File: config.mk
export PLATFORM = sky130hd
export DESIGN_NAME = didec_top
export DESIGN_NICKNAME = d
export VERILOG_FILES = /design/src/rtl/didec_fix.v /design/src/rtl/didec_top.v /design/src/rtl/didec_filt.v /design/src/rtl/didec_map.v
export VERILOG_INCLUDE_DIRS = /design/src /design/src/rtl
export SDC_FILE = /design/constraint.sdc
export NUM_CORES = 1
export LEC_CHECK = 0
export ABC_AREA = 1
export ABC_CLOCK_PERIOD_IN_PS = 5150
export BUFFER_PORTS_ARGS = -buffer_cell sky130_fd_sc_hd__clkbuf_2
export CELL_PAD_IN_SITES_DETAIL_PLACEMENT = 1
export CELL_PAD_IN_SITES_GLOBAL_PLACEMENT = 1
export CORE_MARGIN = 3
export CORE_UTILIZATION = 30
export CTS_CLUSTER_DIAMETER = 30
export DETAILED_ROUTE_END_ITERATION = 8
export GPL_ROUTABILITY_DRIVEN = 0
export PLACE_DENSITY_LB_ADDON = 0.1
export SLEW_MARGIN = 20
export SYNTH_ARGS = -nofsm -noshare
export SYNTH_HDL_FRONTEND = slang
export SYNTH_SLANG_ARGS = --single-unit
File: constraint.sdc
create_clock -name pclk -period 5.15 [get_ports pclk]
set_input_delay 0.515 -clock pclk [delete_from_list [all_inputs] [get_ports pclk]]
set_output_delay 0.515 -clock pclk [all_outputs]
set_load 0.05 [all_outputs]
File: src/rtl/didec_defs.vh
// Constants of the digital input function decoder
// Operation
// Three select inputs form index, bit2 most significant, choosing stored speed zero..seven.
// Speed select filter time defaults 20 ms, 1 ms step, range 0 to 200 ms.
// Speed index holds until select inputs stay stable for the filter time.
// Active external fault input raises an alarm and stops running.
// Motor overheat input, open or closed type, triggers overheat protection while active.
// Overheat fault clears by itself when the input goes inactive.
// Forced decel switch for current direction over threshold frequency requests timed stop.
// Direct stop input during ramp-to-stop stops the drive at once.
// Four function values give four weighing bits forming a digital load value.
// Special preset speed logic functions are only for the special speed mode.
// Function code range 0-122; hundreds digit 1 means normally closed input.
// Hundreds digit 0 means normally open input.
// Lower two decimal digits select the terminal's input function.
// Selector above 22 drives no function.
// Relay selectors range 0-18; fault relay selector range 1-18.
// Selected function 0 causes no action at any level.
// Shared input filter time defaults 20 ms, range 1 to 200 ms.
// Terminals sharing one function are ORed together.
// Polarity applied to raw level before filtering and decoding.
`ifndef DIDEC_DEFS_VH
`define DIDEC_DEFS_VH

`define DIDEC_CLK_HZ 10000000
`define DIDEC_STEP_MS 1
`define DIDEC_NTERM 10
`define DIDEC_NFUNC 23
`define DIDEC_FN_MAX 7'd22
`define DIDEC_CODE_MAX 7'd122
`define DIDEC_NC_BASE 7'd100
`define DIDEC_FT_MAX 8'd200
`define DIDEC_IFT_MIN 8'd1
`define DIDEC_FT_RST 8'd20
`define DIDEC_RLY_MAX 5'd18
`define DIDEC_RLY_FLT_MIN 5'd1

// Function selectors
`define DIDEC_FN_SPD0 3
`define DIDEC_FN_SPD1 4
`define DIDEC_FN_SPD2 5
`define DIDEC_FN_WGT0 12
`define DIDEC_FN_EXTF 16
`define DIDEC_FN_OVHT 17
`define DIDEC_FN_UPJ 18
`define DIDEC_FN_DNJ 19
`define DIDEC_FN_SPL1 20
`define DIDEC_FN_SPL2 21
`define DIDEC_FN_DSTOP 22

// Register byte offsets
`define DIDEC_A_FILT 8'h00
`define DIDEC_A_FUNC0 8'h04
`define DIDEC_A_RELAY 8'h2C
`define DIDEC_A_FDEC 8'h30
`define DIDEC_A_STAT 8'h34
`define DIDEC_A_FAULT 8'h38
`define DIDEC_A_SPD0 8'h40
`define DIDEC_A_LAST 8'h5C

// Reset values
`define DIDEC_FUNC_RST 70'h0000001C305080C101
`define DIDEC_RLY_RST 32'h06050104
`define DIDEC_FDEC_RST 32'h00000000

`endif

File: src/rtl/didec_fix.v
// Spare unit with no module in it
`timescale 1ns/1ps
`default_nettype none
`default_nettype wire

File: src/rtl/didec_top.v
// Digital input function decoder with APB register access
`timescale 1ns/1ps
`default_nettype none
`include "didec_defs.vh"
module didec_top #(
    parameter NT = `DIDEC_NTERM,
    parameter TICK_CYC = (`DIDEC_CLK_HZ / 1000) * `DIDEC_STEP_MS
) (
    input wire pclk,
    input wire presetn,
    input wire psel,
    input wire penable,
    input wire pwrite,
    input wire [7:0] paddr,
    input wire [31:0] pwdata,
    output reg [31:0] prdata,
    output wire pready,
    output wire pslverr,
    input wire [NT-1:0] digital_input_terminal,
    input wire [15:0] run_freq,
    input wire run_up,
    input wire run_down,
    input wire ramp_stop,
    output reg [2:0] speed_index,
    output reg [15:0] speed_ref,
    output reg ext_fault_alarm,
    output reg stop_request,
    output reg overheat_fault,
    output reg forced_decel,
    output reg [15:0] forced_decel_time,
    output reg direct_stop,
    output reg [3:0] weigh_value,
    output reg [1:0] special_logic,
    output reg [`DIDEC_NFUNC-1:0] func_active,
    output wire [4:0] relay_one_function,
    output wire [4:0] relay_two_function,
    output wire [4:0] relay_three_function,
    output wire [4:0] relay_four_function
);
    localparam NF = `DIDEC_NFUNC;

    reg [NT-1:0] sync1_r;
    reg [NT-1:0] sync2_r;
    reg [7:0] input_filter_time_r;
    reg [7:0] speed_select_filter_time_r;
    reg [7*NT-1:0] func_r;
    reg [31:0] relay_r;
    reg [15:0] forced_decel_threshold_r;
    // Forced decel time rides in the upper half of FDEC
    reg [15:0] fdec_time_r;
    reg [15:0] stored_speed_r [0:7];
    reg ext_fault_r;
    reg [31:0] tick_cnt_r;
    reg tick_r;
    reg [NF-1:0] fn_all;
    wire [NT-1:0] nc;
    wire [NT-1:0] act_raw;
    wire [NT-1:0] act_filt;
    wire [NF*NT-1:0] fn_vec;
    wire [2:0] sel_raw;
    wire [2:0] sel_filt;
    wire setup;
    wire wr;
    wire mapped;
    wire [7:0] wbyte;
    wire [6:0] wcode;
    wire [4:0] rly_one_w;
    wire [4:0] rly_two_w;
    wire [4:0] rly_three_w;
    wire [4:0] rly_four_w;
    integer i;

    // Pins cross into pclk through two flops
    // Only sync2_r feeds logic; sync1_r may still be settling
    always @(posedge pclk or negedge presetn) begin
        if (!presetn) begin
            sync1_r <= {NT{1'b0}};
            sync2_r <= {NT{1'b0}};
        end else begin
            sync1_r <= digital_input_terminal;
            sync2_r <= sync1_r;
        end
    end

    // Millisecond tick paces both filters; shorten TICK_CYC in simulation
    // Ticks are not aligned to changes, so a setting of n waits n-1 to n ms
    always @(posedge pclk or negedge presetn) begin
        if (!presetn) begin
            tick_cnt_r <= 32'h00000000;
            tick_r <= 1'b0;
        end else if (tick_cnt_r >= TICK_CYC - 1) begin
            tick_cnt_r <= 32'h00000000;
            tick_r <= 1'b1;
        end else begin
            tick_cnt_r <= tick_cnt_r + 32'h00000001;
            tick_r <= 1'b0;
        end
    end

    // Limitation: a code write flips polarity before the filter catches up,
    // so the new function can pulse once; clear the fault latch after setup
    genvar g;
    generate
        for (g = 0; g < NT; g = g + 1) begin : g_term
            // Polarity first, so the filter sees the active level
            assign act_raw[g] = sync2_r[g] ^ nc[g];
            didec_map u_map (
                .code(func_r[7*g +: 7]),
                .act(act_filt[g]),
                .nc(nc[g]),
                .fn(fn_vec[NF*g +: NF])
            );
        end
    endgenerate

    didec_filt #(.W(NT)) u_in_filt (
        .pclk(pclk),
        .presetn(presetn),
        .tick(tick_r),
        .limit(input_filter_time_r),
        .d(act_raw),
        .q(act_filt)
    );

    // Shared functions ORed, no terminal has priority
    always @* begin
        fn_all = {NF{1'b0}};
        for (i = 0; i < NT; i = i + 1) begin
            fn_all = fn_all | fn_vec[NF*i +: NF];
        end
    end

    assign sel_raw = {fn_all[`DIDEC_FN_SPD2], fn_all[`DIDEC_FN_SPD1],
                      fn_all[`DIDEC_FN_SPD0]};

    // Transient combinations during a speed change reach the index only if they outlast the speed select filter time
    didec_filt #(.W(3)) u_spd_filt (
        .pclk(pclk),
        .presetn(presetn),
        .tick(tick_r),
        .limit(speed_select_filter_time_r),
        .d(sel_raw),
        .q(sel_filt)
    );

    // Decoded commands
    // One cycle behind fn_all; ext_fault_alarm and the external fault part of stop_request lag two through ext_fault_r, speed_index follows sel_filt
    always @(posedge pclk or negedge presetn) begin
        if (!presetn) begin
            speed_index <= 3'h0;
            speed_ref <= 16'h0000;
            ext_fault_alarm <= 1'b0;
            stop_request <= 1'b0;
            overheat_fault <= 1'b0;
            forced_decel <= 1'b0;
            forced_decel_time <= 16'h0000;
            direct_stop <= 1'b0;
            weigh_value <= 4'h0;
            special_logic <= 2'h0;
            func_active <= {NF{1'b0}};
        end else begin
            speed_index <= sel_filt;
            speed_ref <= stored_speed_r[sel_filt];
            ext_fault_alarm <= ext_fault_r;
            overheat_fault <= fn_all[`DIDEC_FN_OVHT];
            stop_request <= ext_fault_r | fn_all[`DIDEC_FN_OVHT];
            forced_decel <= ((fn_all[`DIDEC_FN_UPJ] & run_up) |
                             (fn_all[`DIDEC_FN_DNJ] & run_down)) &
                            (run_freq > forced_decel_threshold_r);
            forced_decel_time <= fdec_time_r;
            direct_stop <= ramp_stop & fn_all[`DIDEC_FN_DSTOP];
            weigh_value <= fn_all[`DIDEC_FN_WGT0 +: 4];
            special_logic <= {fn_all[`DIDEC_FN_SPL2], fn_all[`DIDEC_FN_SPL1]};
            func_active <= fn_all;
        end
    end

    // APB: one wait-free access; read data captured in setup
    assign setup = psel & ~penable;
    assign wr = psel & penable & pwrite;
    assign mapped = (paddr[1:0] == 2'b00) &&
                    ((paddr <= `DIDEC_A_FAULT) ||
                     (paddr >= `DIDEC_A_SPD0 && paddr <= `DIDEC_A_LAST));
    assign pready = 1'b1;
    // Error only in the access phase; unmapped writes are dropped
    assign pslverr = psel & penable & ~mapped;
    assign wbyte = pwdata[7:0];
    assign wcode = pwdata[6:0];
    assign rly_one_w = pwdata[4:0];
    assign rly_two_w = pwdata[12:8];
    assign rly_three_w = pwdata[20:16];
    assign rly_four_w = pwdata[28:24];
    assign relay_one_function = relay_r[4:0];
    assign relay_two_function = relay_r[12:8];
    assign relay_three_function = relay_r[20:16];
    assign relay_four_function = relay_r[28:24];

    // Register writes land in the access cycle only
    always @(posedge pclk or negedge presetn) begin
        if (!presetn) begin
            input_filter_time_r <= `DIDEC_FT_RST;
            speed_select_filter_time_r <= `DIDEC_FT_RST;
            func_r <= `DIDEC_FUNC_RST;
            relay_r <= `DIDEC_RLY_RST;
            forced_decel_threshold_r <= 16'h0000;
            fdec_time_r <= 16'h0000;
            for (i = 0; i < 8; i = i + 1) begin
                stored_speed_r[i] <= 16'h0000;
            end
        end else if (wr && mapped) begin
            case (paddr)
                `DIDEC_A_FILT: begin
                    if (wbyte >= `DIDEC_IFT_MIN && wbyte <= `DIDEC_FT_MAX) begin
                        input_filter_time_r <= wbyte;
                    end
                    if (pwdata[15:8] <= `DIDEC_FT_MAX) begin
                        speed_select_filter_time_r <= pwdata[15:8];
                    end
                end
                `DIDEC_A_RELAY: begin
                    // Out-of-range selectors keep their old value
                    if (rly_one_w >= `DIDEC_RLY_FLT_MIN && rly_one_w <= `DIDEC_RLY_MAX) begin
                        relay_r[4:0] <= rly_one_w;
                    end
                    if (rly_two_w <= `DIDEC_RLY_MAX) begin
                        relay_r[12:8] <= rly_two_w;
                    end
                    if (rly_three_w <= `DIDEC_RLY_MAX) begin
                        relay_r[20:16] <= rly_three_w;
                    end
                    if (rly_four_w <= `DIDEC_RLY_MAX) begin
                        relay_r[28:24] <= rly_four_w;
                    end
                end
                `DIDEC_A_FDEC: begin
                    forced_decel_threshold_r <= pwdata[15:0];
                    fdec_time_r <= pwdata[31:16];
                end
                default: begin
                    // STAT and unused words fall through here and change nothing
                    for (i = 0; i < NT; i = i + 1) begin
                        if (paddr == `DIDEC_A_FUNC0 + 8'd4 * i[7:0] &&
                            wcode <= `DIDEC_CODE_MAX && !pwdata[7]) begin
                            func_r[7*i +: 7] <= wcode;
                        end
                    end
                    for (i = 0; i < 8; i = i + 1) begin
                        if (paddr == `DIDEC_A_SPD0 + 8'd4 * i[7:0]) begin
                            stored_speed_r[i] <= pwdata[15:0];
                        end
                    end
                end
            endcase
        end
    end

    // External fault latches; a new fault wins over a clear
    always @(posedge pclk or negedge presetn) begin
        if (!presetn) begin
            ext_fault_r <= 1'b0;
        end else if (fn_all[`DIDEC_FN_EXTF]) begin
            ext_fault_r <= 1'b1;
        end else if (wr && paddr == `DIDEC_A_FAULT && pwdata[0]) begin
            ext_fault_r <= 1'b0;
        end
    end

    // Read data taken in setup, so the access phase needs no wait state
    always @(posedge pclk or negedge presetn) begin
        if (!presetn) begin
            prdata <= 32'h00000000;
        end else if (setup) begin
            prdata <= 32'h00000000;
            case (paddr)
                `DIDEC_A_FILT: prdata <= {16'h0000, speed_select_filter_time_r,
                                          input_filter_time_r};
                `DIDEC_A_RELAY: prdata <= {3'h0, relay_r[28:24], 3'h0, relay_r[20:16],
                                           3'h0, relay_r[12:8], 3'h0, relay_r[4:0]};
                `DIDEC_A_FDEC: prdata <= {fdec_time_r, forced_decel_threshold_r};
                `DIDEC_A_STAT: prdata <= {5'h00, sel_filt, 3'h0, direct_stop,
                                          forced_decel, fn_all[`DIDEC_FN_OVHT],
                                          ext_fault_r, weigh_value[0], 6'h00,
                                          act_filt[9:0]};
                `DIDEC_A_FAULT: prdata <= {31'h00000000, ext_fault_r};
                default: begin
                    for (i = 0; i < NT; i = i + 1) begin
                        if (paddr == `DIDEC_A_FUNC0 + 8'd4 * i[7:0]) begin
                            prdata <= {25'h0000000, func_r[7*i +: 7]};
                        end
                    end
                    for (i = 0; i < 8; i = i + 1) begin
                        if (paddr == `DIDEC_A_SPD0 + 8'd4 * i[7:0]) begin
                            prdata <= {16'h0000, stored_speed_r[i]};
                        end
                    end
                end
            endcase
        end
    end
endmodule // didec_top
`default_nettype wire

File: src/rtl/didec_filt.v
// Stability filter: output follows input after it holds steady for a number of ticks
`timescale 1ns/1ps
`default_nettype none
module didec_filt #(
    parameter W = 3
) (
    input wire pclk,
    input wire presetn,
    input wire tick,
    input wire [7:0] limit,
    input wire [W-1:0] d,
    output reg [W-1:0] q
);
    reg [W-1:0] cand_r;
    reg [7:0] cnt_r;

    always @(posedge pclk or negedge presetn) begin
        if (!presetn) begin
            cand_r <= {W{1'b0}};
            cnt_r <= 8'h00;
            q <= {W{1'b0}};
        end else if (d != cand_r) begin
            // Any change restarts the stability window
            cand_r <= d;
            cnt_r <= 8'h00;
        end else if (cnt_r >= limit) begin
            q <= cand_r;
        end else if (tick) begin
            cnt_r <= cnt_r + 8'h01;
        end
    end
endmodule // didec_filt
`default_nettype wire

File: src/rtl/didec_map.v
// Function code decoder for one terminal
`timescale 1ns/1ps
`default_nettype none
`include "didec_defs.vh"
module didec_map (
    input wire [6:0] code,
    input wire act,
    output wire nc,
    output reg [`DIDEC_NFUNC-1:0] fn
);
    wire [6:0] sel;
    assign nc = (code >= `DIDEC_NC_BASE);
    assign sel = nc ? code - `DIDEC_NC_BASE : code;

    always @* begin
        fn = {`DIDEC_NFUNC{1'b0}};
        // Selector 0 and anything above the last function stay silent
        if (sel != 7'd0 && sel <= `DIDEC_FN_MAX) begin
            fn[sel[4:0]] = act;
        end
    end
endmodule // didec_map
`default_nettype wire

==> reports/qor.txt, run 1 <==
Crit path DAT - 4.46 ns
Clock Tree Buf Depth - 3
Synth Flop Type - dfrtp_1
Worst-Skew Late Latency - 0.71 ns
Die Height - 290 um
Power Density - 401 nW/um2
Area grow syn2layout - 29.6%
TritonCTS clock tree - done
Top-area cell type share of the netlist area - 44.8%
Max frequency - 0.257 GHz
Synthesized area - 24,300 um2
Routed vias - 24,100
Core box area - 79,500 um2
Slew headroom - 27.8%
Worst Path Required - 5.72 ns
CTS clock-pin slew for the worst setup and hold paths - 0.04 ns
Crit path kind - reg2reg
Initial antenna violation count - 3
Starting Density - 30.5%
Synth area leader - dfrtp_1
Die area - 84,300 um2
Routed WL per cell - 21.5 um
CTS root buffer - clkbuf_16
Max-cap viol count - 0
Number of global-route vias before repair - 25,200
Final setup violation count - 0
Period utilization - 75.6%
Setup TNS - 0 ns
Tightest Pin Transition - 1.07 ns
I/O Buffers - 195
Placed cells - 4,397
Top-count cell post-synth - nand2_1
Dominant cells by area after synthesis - dfrtp_1, nand2_1, o21ai_0
Ports - 197
Leakage - 14.6 nW
Final net count - 3,625
Num rows - 103
Critical path launch point type - flip-flop
Synthesized flop and latch total - 456
RSZ-0062 raised after global routing - false
Largest net degree at the start of global routing - 123
GRT Util Overall - 23.6%
Fill cells - 9,621
Die Wd - 290 um
Num Clock Sinks - 456
DRT iter0 DRCs - 1,560
Clock Skew - 0.0443 ns
First-pass GRT wire length - 154,000 um
Maximum vdd drop - 0.263 mV
Htree depth - 4
Post-CTS Setup Inserts - 0
Worst min-delay path category - in2reg
Syn Inst Count - 3,219
Tmin final - 3.89 ns
Post-synth EDFFs - 0
Synth cell count leaders - nand2_1, dfrtp_1, o21ai_0, inv_1, nor2_1
Asr flop ratio synth - 100%
Max-slew violation count - 0
GR Overflow Total - 0
TritonCTS buffer count - 138
Layout Cells excl Fill - 4,668
Distinct cells, synth - 50
DRC viols - 0
Worst Path Max Fanout - 17
Sequential-to-total area share from yosys stat - 47.2%
Status - finished clean
Yosys warns - 0
CP Capture Type - flip-flop
Vias per cell - 5.16
Post-DP HPWL - 73,400 um
Final WL - 100,000 um
Final hold vios - 0
Mapped Avg Cell Area - 7.53 um2
Drt pass-1 iters - 5
Antenna-violating nets left - 0
Fraction of layout cells with a size suffix above 1 - 13.6%
==> registers in the layout, indices dropped and copies added (netlist names), 8 cells and up <==
signal                      cells
sync1_r                        10
speed_select_filter_time_r      8
func_active                    23
stored_speed_r                128
func_r                         70
fdec_time_r                    16
forced_decel_time              16
prdata                         32
u_in_filt.cand_r               10
u_in_filt.q                    10
tick_cnt_r                     32
u_spd_filt.cnt_r                8
u_in_filt.cnt_r                 8
input_filter_time_r             8
forced_decel_threshold_r       16
sync2_r                        10
speed_ref                      16
==> critical path, cell delays in order (launching register included) <==
cell and delay (ns):
dfstp_2 0.57, inv_1 0.10, ha_1 0.29, inv_1 0.04, o21ai_0 0.83, nand4_1 0.26
nand3_1 0.17, nand3_1 0.15, nor2_1 0.23, nand2_1 0.18, nand2_1 0.11, nand2_1 0.09
nor2_4 0.36, nand3_1 0.20, nand2_1 0.10, nand2_1 0.07
==> layer usage <==
metal  part of all wire, %  GRT usage (%)
met1                    47           32.9
met2                    44           36.1
met3                   6.0           5.17
met4                   2.8           8.06
met5                     0              0
==> cell families (layout without fill, tap and decap cells) <==
family,after synthesis,after routing,synth area share [%]
compound gates,704,704,16.1
xor+xnor,28,28,1.01
fa+ha+maj,45,45,2.32
buf+inv,481,859,7.69
flops,456,456,47.2
mux,2,2,0.0929
other cells,2,23,0.0310
simple gates,1501,1501,25.6
==> cell usage in the layout (no fill, tap or decap), types with 16 or more instances in the layout <==
| cell type | count |
|---|---|
| nor2_1 | 331 |
| inv_1 | 357 |
| conb_1 | 20 |
| a21oi_1 | 114 |
| o2111ai_1 | 19 |
| a31oi_1 | 27 |
| o21ai_0 | 423 |
| bufinv_16 | 16 |
| nor3_1 | 67 |
| dlygate4sd3_1 | 19 |
| clkbuf_8 | 17 |
| clkbuf_2 | 194 |
| dfrtp_1 | 433 |
| clkbuf_1 | 31 |
| nand4_1 | 88 |
| buf_4 | 31 |
| o22ai_1 | 55 |
| clkinv_2 | 27 |
| clkbuf_16 | 138 |
| dfstp_2 | 22 |
| nand2_1 | 857 |
| ha_1 | 45 |
| nand3_1 | 120 |
==> metrics by stage <==
step	power (mW)	worst slack (ns)	utilization, %	hold slack [ns]	area (um2)
finish	12.6	1.26	39.5	0.0556	31400
global route	13.0	1.06	39.5	0.0304	31400
CTS	12.8	1.38	39.5	0.00748	31400
detailed placement	4.05	1.04	33.2	0.339	26400
global placement	4.04	1.03	33.2	0.334	26400
floorplan	3.82	2.70	-	0.219	24300
==> where the power goes <==
part           switching, mW  internal [mW]  total [mW]  leakage (nW)
combinational          0.267         0.0755       0.342          6.31
clock                   2.60           5.98        8.59          2.33
sequential            0.0263           3.63        3.66          5.95
total                   2.90           9.69        12.6          14.6
==> area by class of cell <==
type / count / area (um2) / area share [%]
Tap cell: 1050 / 1310 / 4.18
Timing Repair Buffer: 248 / 1470 / 4.67
Inverter: 362 / 1360 / 4.32
Multi-Input combinational cell: 2300 / 11000 / 35.1
Clock buffer: 186 / 3800 / 12.1
Clock inverter: 63 / 1010 / 3.20
Antenna cell: 3 / 7.51 / 0.0239
Sequential cell: 456 / 11400 / 36.4
==> what timing repair did <==
item	4_1_cts	5_1_grt
endpoints found under the hold margin	70	0
setup endpoints to repair	0	0
hold buffers	19	0
resized for setup	0	0
==> path summary, 6_finish.rpt <==
check | from | endpoint | slack (ns) | cells past startpoint
min in group asynchronous | presetn | sync1_r[2]$_DFF_PN0_ | 0.37 | 2
setup reg to reg | func_r[23]$_DFFE_PN1P_ | u_spd_filt.q[2]$_DFFE_PN0P_ | 1.26 | 15
max in group asynchronous | presetn | prdata[13]$_DFFE_PN0P_ | 3.57 | 3
setup / recovery | func_r[23]$_DFFE_PN1P_ | u_spd_filt.q[2]$_DFFE_PN0P_ | 1.26 | 15
hold / removal | pwdata[27] | fdec_time_r[11]$_DFFE_PN0P_ | 0.06 | 3
hold reg to reg | sync1_r[1]$_DFF_PN0_ | sync2_r[1]$_DFF_PN0_ | 0.34 | 0
Note: power is estimated with default switching activity, not from simulation.
==> inputs of run 2 (changes only) <==
--- a/config.mk
+++ b/config.mk
@@ -7,7 +7,7 @@
 export NUM_CORES = 1
 export LEC_CHECK = 0
 export ABC_AREA = 1
-export ABC_CLOCK_PERIOD_IN_PS = 5150
+export ABC_CLOCK_PERIOD_IN_PS = 4100
 export BUFFER_PORTS_ARGS = -buffer_cell sky130_fd_sc_hd__clkbuf_2
 export CELL_PAD_IN_SITES_DETAIL_PLACEMENT = 1
 export CELL_PAD_IN_SITES_GLOBAL_PLACEMENT = 1
==> constraint.sdc (replaced) <==
create_clock -name pclk -period 4.1 [get_ports pclk]
set_input_delay 0.41 -clock pclk [delete_from_list [all_inputs] [get_ports pclk]]
set_output_delay 0.41 -clock pclk [all_outputs]
set_load 0.05 [all_outputs]
==> reports/qor.txt, run 2 (synthesis gave the netlist of run 1 again) <==
Power Density - 501 nW/um2
RSZ-0062 raised after global routing - false
Crit path kind - reg2reg
Hold WS - 0.0619 ns
Number of flip-flops in the largest register - 128
Layout Cells excl Fill - 4,734
CTS root buffer - clkbuf_16
Commonest non-fill, non-tap cell in the layout - nand2_1
Routed vias - 24,500
Period utilization - 92.8%
Final setup violation count - 0
Crit path DAT - 4.45 ns
Status - finished clean
Critical-path cell list - inv_1 > ha_1 > inv_1 > o21ai_0 > nand2_1 > a21oi_1 > nand2_1 > nor2_1 > nand2_1 > o211ai_1 > nor2_1 > nand2_1 > nand2_1 > a21oi_1 > dlygate4sd3_1
DRC viols - 0
Final hold vios - 0
Worst Path Required - 4.75 ns
Kind of cell adding the most delay to the critical path - simple AND/OR/NAND/NOR gates
Die Wd - 290 um
Num rows - 103
Clock Tree Buf Depth - 3
Number of global-route vias before repair - 25,500
Initial antenna violation count - 5
Core box area - 79,500 um2
Commonest non-fill, non-tap cells in the layout - nand2_1, dfrtp_1, o21ai_0, inv_1, nor2_1
Setup TNS - 0 ns
Worst min-delay path category - in2reg
CP Capture Type - flip-flop
Crit path top cell by count - nand2_1
Leakage - 14.9 nW
Largest net degree at the start of global routing - 103
Routed WL per cell - 22.1 um
Worst Path Max Fanout - 5
Fraction of layout cells with a size suffix above 1 - 14.7%
First-pass GRT wire length - 160,000 um
Starting Density - 30.5%
Post-DP HPWL - 76,500 um
Reg with most FFs - stored_speed_r
Max-slew violation count - 0
CP max stage delay - 0.57 ns
Die area - 84,300 um2
WP buf/inv - 3
Vias per cell - 5.17
CTS clock-pin slew for the worst setup and hold paths - 0.04 ns
TritonCTS buffer count - 137
Die Height - 290 um
Clock power frac - 68.6%
Cell-internal power - 12.4 mW
Placed cells - 4,434
Clock Skew - 0.0349 ns
GR Overflow Total - 0
Final net count - 3,686
Final setup margin - 0.294 ns
Final WL - 105,000 um
Antenna-violating nets left - 0
Tmin final - 3.81 ns
Slew headroom - 32.1%
DRT iter0 DRCs - 1,607
Htree depth - 4
Drt pass-1 iters - 5
Critical path launch point type - flip-flop
Sw Ratio - 22.9%
Area grow syn2layout - 32.3%
Ports - 197
Max frequency - 0.263 GHz
Maximum vdd drop - 0.335 mV
Tightest Pin Transition - 1.02 ns
Leading registers by flop count - stored_speed_r: 128 flops, func_r: 70 flops
GRT Util Overall - 24.5%
Register share of total power - 28.6%
Max-cap viol count - 0
Logic pwr share - 2.9%
Dpl ws - 0.347 ns
I/O Buffers - 195
Psw - 3.69 mW
Worst-Skew Late Latency - 0.72 ns
Num Clock Sinks - 456
CP max stage cell - dlygate4sd3_1
TritonCTS clock tree - done
[run 2: cell types whose count changed in the layout (fill, tap and decap cells not counted), sizes merged]
cell         change
buf             +37
dlygate4sd3     +25
inv              +5
clkinv           -4
clkbuf           +1
clkinvlp         +2
[run 2: repair_timing]
item                                   4_1_cts  5_1_grt
hold buffers                                44        0
buffers inserted                             0        0
endpoints found under the hold margin      141        0
resized for setup                            0        0
[run 2: final cells by class]
| type | instances | area, um2 |
|---|---|---|
| Clock inverter | 66 | 998 |
| Fill cell | 9632 | 47400 |
| Inverter | 362 | 1360 |
| Multi-Input combinational cell | 2300 | 11000 |
| Antenna cell | 3 | 7.51 |
| Timing Repair Buffer | 310 | 2020 |
| Tap cell | 1050 | 1310 |
| Sequential cell | 456 | 11400 |
| Clock buffer | 187 | 3920 |
[run 2: routing by layer]
metal | share of wire (%) | GRT usage [%]
met1 | 47 | 34.5
met2 | 45 | 38.2
met3 | 6.0 | 4.75
met4 | 2.3 | 7.17
met5 | 0 | 0
[run 2: worst paths after layout]
| check | startpoint | endpoint | slack, ns | cells after the start |
|---|---|---|---|---|
| max in group asynchronous | presetn | relay_four_function[1]$_DFFE_PN1P_ | 2.58 | 3 |
| min in group asynchronous | presetn | sync2_r[2]$_DFF_PN0_ | 0.34 | 2 |
| hold reg to reg | sync1_r[7]$_DFF_PN0_ | sync2_r[7]$_DFF_PN0_ | 0.34 | 0 |
| setup reg to reg | func_r[23]$_DFFE_PN1P_ | forced_decel$_DFF_PN0_ | 0.29 | 15 |
| hold / removal | pwdata[7] | forced_decel_threshold_r[7]$_DFFE_PN0P_ | 0.06 | 3 |
| setup / recovery | func_r[23]$_DFFE_PN1P_ | forced_decel$_DFF_PN0_ | 0.29 | 15 |
[run 2: per-stage QoR]
step                power [mW]  util [%]  instance area (um2)
floorplan                 4.80         -                24300
global placement          5.09      33.6                26700
detailed placement        5.09      33.6                26700
CTS                       16.3      40.3                32100
global route              16.6      40.3                32100
finish                    16.1      40.4                32100
[run 2: power groups by stage]
stage	sequential, mW	combinational, mW	clock [mW]
finish	4.60	0.460	11.0
global route	4.60	0.508	11.5
CTS	4.60	0.471	11.2
detailed placement	4.66	0.434	0
global placement	4.66	0.427	0
floorplan	4.67	0.127	0
[run 2: worst reg2reg max path, delay by kind of cell (launching register included)]
kind            cells  cell delay, ns
buf+inv             3            0.70
simple gates        7            1.12
fa+ha+maj           1            0.28
compound gates      4            1.07
flops               1            0.56
==> inputs of run 3 (changes only) <==
--- a/config.mk
+++ b/config.mk
@@ -12,11 +12,13 @@
 export CELL_PAD_IN_SITES_DETAIL_PLACEMENT = 1
 export CELL_PAD_IN_SITES_GLOBAL_PLACEMENT = 1
 export CORE_MARGIN = 3
-export CORE_UTILIZATION = 30
+export CORE_UTILIZATION = 25
+export CTS_BUF_LIST = sky130_fd_sc_hd__clkbuf_2 sky130_fd_sc_hd__clkbuf_4 sky130_fd_sc_hd__clkbuf_8
 export CTS_CLUSTER_DIAMETER = 30
 export DETAILED_ROUTE_END_ITERATION = 8
 export GPL_ROUTABILITY_DRIVEN = 0
 export PLACE_DENSITY_LB_ADDON = 0.1
+export SETUP_SLACK_MARGIN = 0.3
 export SLEW_MARGIN = 20
 export SYNTH_ARGS = -nofsm -noshare
 export SYNTH_HDL_FRONTEND = slang
==> reports/qor.txt, run 3 (synthesis gave the netlist of run 1 again) <==
Routed WL per cell - 22.2 um
DRC viols - 0
Layout Cells excl Fill - 4,971
DRT iter0 DRCs - 1,653
Commonest non-fill, non-tap cells in the layout - nand2_1, dfrtp_1, o21ai_0, inv_1, nor2_1
First-pass GRT wire length - 167,000 um
Period utilization - 85.4%
Clock Tree Buf Depth - 3
Num Clock Sinks - 456
Crit path kind - reg2reg
RSZ-0062 raised after global routing - false
Crit path DAT - 4.07 ns
Drt pass-1 iters - 5
Worst Path Max Fanout - 5
Tightest Pin Transition - 1.08 ns
TritonCTS buffer count - 146
CP max stage cell - nor3_1
Leading registers by flop count - stored_speed_r: 128 flops, func_r: 70 flops
Htree depth - 4
Setup TNS - 0 ns
TritonCTS clock tree - done
Power Density - 414 nW/um2
Leakage - 14.3 nW
Reg with most FFs - stored_speed_r
Starting Density - 25.4%
Die area - 101,000 um2
Final WL - 111,000 um
Clock Skew - 0.0473 ns
CP Capture Type - flip-flop
Post-CTS Setup Inserts - 0
Vias per cell - 4.90
Area grow syn2layout - 27.5%
FF-to-FF setup slack - 0.60 ns
CP max stage delay - 0.51 ns
Die Wd - 317 um
Tot Pwr - 12.8 mW
Crit path top cell by count - nand2_1
I/O Buffers - 195
GR Overflow Total - 0
Routed vias - 24,300
Die Height - 317 um
CTS clock-pin slew for the worst setup and hold paths - 0.05 ns
Antenna-violating nets left - 0
Number of global-route vias before repair - 25,700
Maximum vdd drop - 0.276 mV
Initial antenna violation count - 6
CTS root buffer - clkbuf_8
Status - finished clean
Final setup violation count - 0
Tmin final - 3.50 ns
Slew headroom - 27.8%
Worst-Skew Late Latency - 0.82 ns
Fin area - 30,900 um2
Dpl cell area - 27,100 um2
Max-cap viol count - 0
Critical-path cell list - inv_1 > ha_1 > inv_1 > nand2_1 > nand2_1 > nand3_1 > nand2_1 > inv_1 > nor3_1 > nand2_1 > nand3_1 > nor2_1 > nand2_1 > o21ai_0 > a211oi_1 > o2111ai_1
Core box area - 95,600 um2
Num rows - 113
Kind of cell adding the most delay to the critical path - simple AND/OR/NAND/NOR gates
Post-DP HPWL - 82,700 um
Fraction of layout cells with a size suffix above 1 - 15.8%
Worst min-delay path category - in2reg
Critical path launch point type - flip-flop
Final net count - 3,702
Largest net degree at the start of global routing - 90
Ports - 197
Max frequency - 0.286 GHz
Number of flip-flops in the largest register - 128
WP buf/inv - 3
Placed cells - 4,655
Worst Path Required - 4.67 ns
GRT Util Overall - 21.7%
Commonest non-fill, non-tap cell in the layout - nand2_1
Final hold vios - 0
Max-slew violation count - 0
==> run 3: cell count changes in the layout (fill, tap and decap cells not counted), sizes merged <==
| cell | delta |
|---|---|
| buf | +6 |
| diode | +2 |
| bufinv | -4 |
| clkinv | -1 |
| inv | -3 |
| dlygate4sd3 | +1 |
| clkbuf | +18 |
| clkinvlp | +3 |
==> run 3: final timing paths <==
| path | from | end | cells after the start |
|---|---|---|---|
| setup / recovery | func_r[2]$_DFFE_PN0P_ | func_active[2]$_DFF_PN0_ | 16 |
| hold / removal | penable | prdata[12]$_DFFE_PN0P_ | 4 |
| setup reg to reg | func_r[2]$_DFFE_PN0P_ | func_active[2]$_DFF_PN0_ | 16 |
| hold reg to reg | sync1_r[0]$_DFF_PN0_ | sync2_r[0]$_DFF_PN0_ | 0 |
| max in group asynchronous | presetn | func_r[37]$_DFFE_PN1P_ | 3 |
| min in group asynchronous | presetn | sync2_r[0]$_DFF_PN0_ | 2 |
==> run 3: area by class of cell <==
class / instances / area, um2
Clock inverter: 61 / 694
Inverter: 362 / 1360
Clock buffer: 205 / 2690
Timing Repair Buffer: 317 / 2100
Antenna cell: 5 / 12.5
Multi-Input combinational cell: 2300 / 11000
Fill cell: 11700 / 64700
Tap cell: 1265 / 1580
Sequential cell: 456 / 11400
==> run 3: routing by layer <==
metal	GRT usage [%]	part of all wire, %
met5	0	0.012
met1	30.6	48
met3	4.12	5.1
met2	33.6	44
met4	6.26	2.2
==> run 3: timing repair <==
action / in CTS / in global routing
hold buffers: 45 / 0
hold endpoints to repair: 121 / 0
resized for setup: 0 / 0
==> run 3: power by group <==
part           total [mW]  internal (mW)  switching (mW)
clock network        7.74           5.00            2.73
registers            4.60           4.56          0.0371
logic               0.468          0.117           0.351
total                12.8           9.68            3.12
==> run 3: through the flow <==
| step | hold slack [ns] | setup slack (ns) | util, % |
|---|---|---|---|
| floorplan | 0.114 | 1.67 | - |
| CTS | 0.0285 | 0.696 | 32.3 |
| detailed placement | 0.337 | 0.683 | 28.3 |
| finish | 0.111 | 0.599 | 32.3 |
| global route | 0.0596 | 0.349 | 32.3 |
| global placement | 0.337 | 0.729 | 28.3 |
==> run 3: worst min-delay path, delay by kind of cell <==
kind / cells / cell delay (ns)
buf+inv: 1 / 0.10
compound gates: 1 / 0.05
simple gates: 2 / 0.33
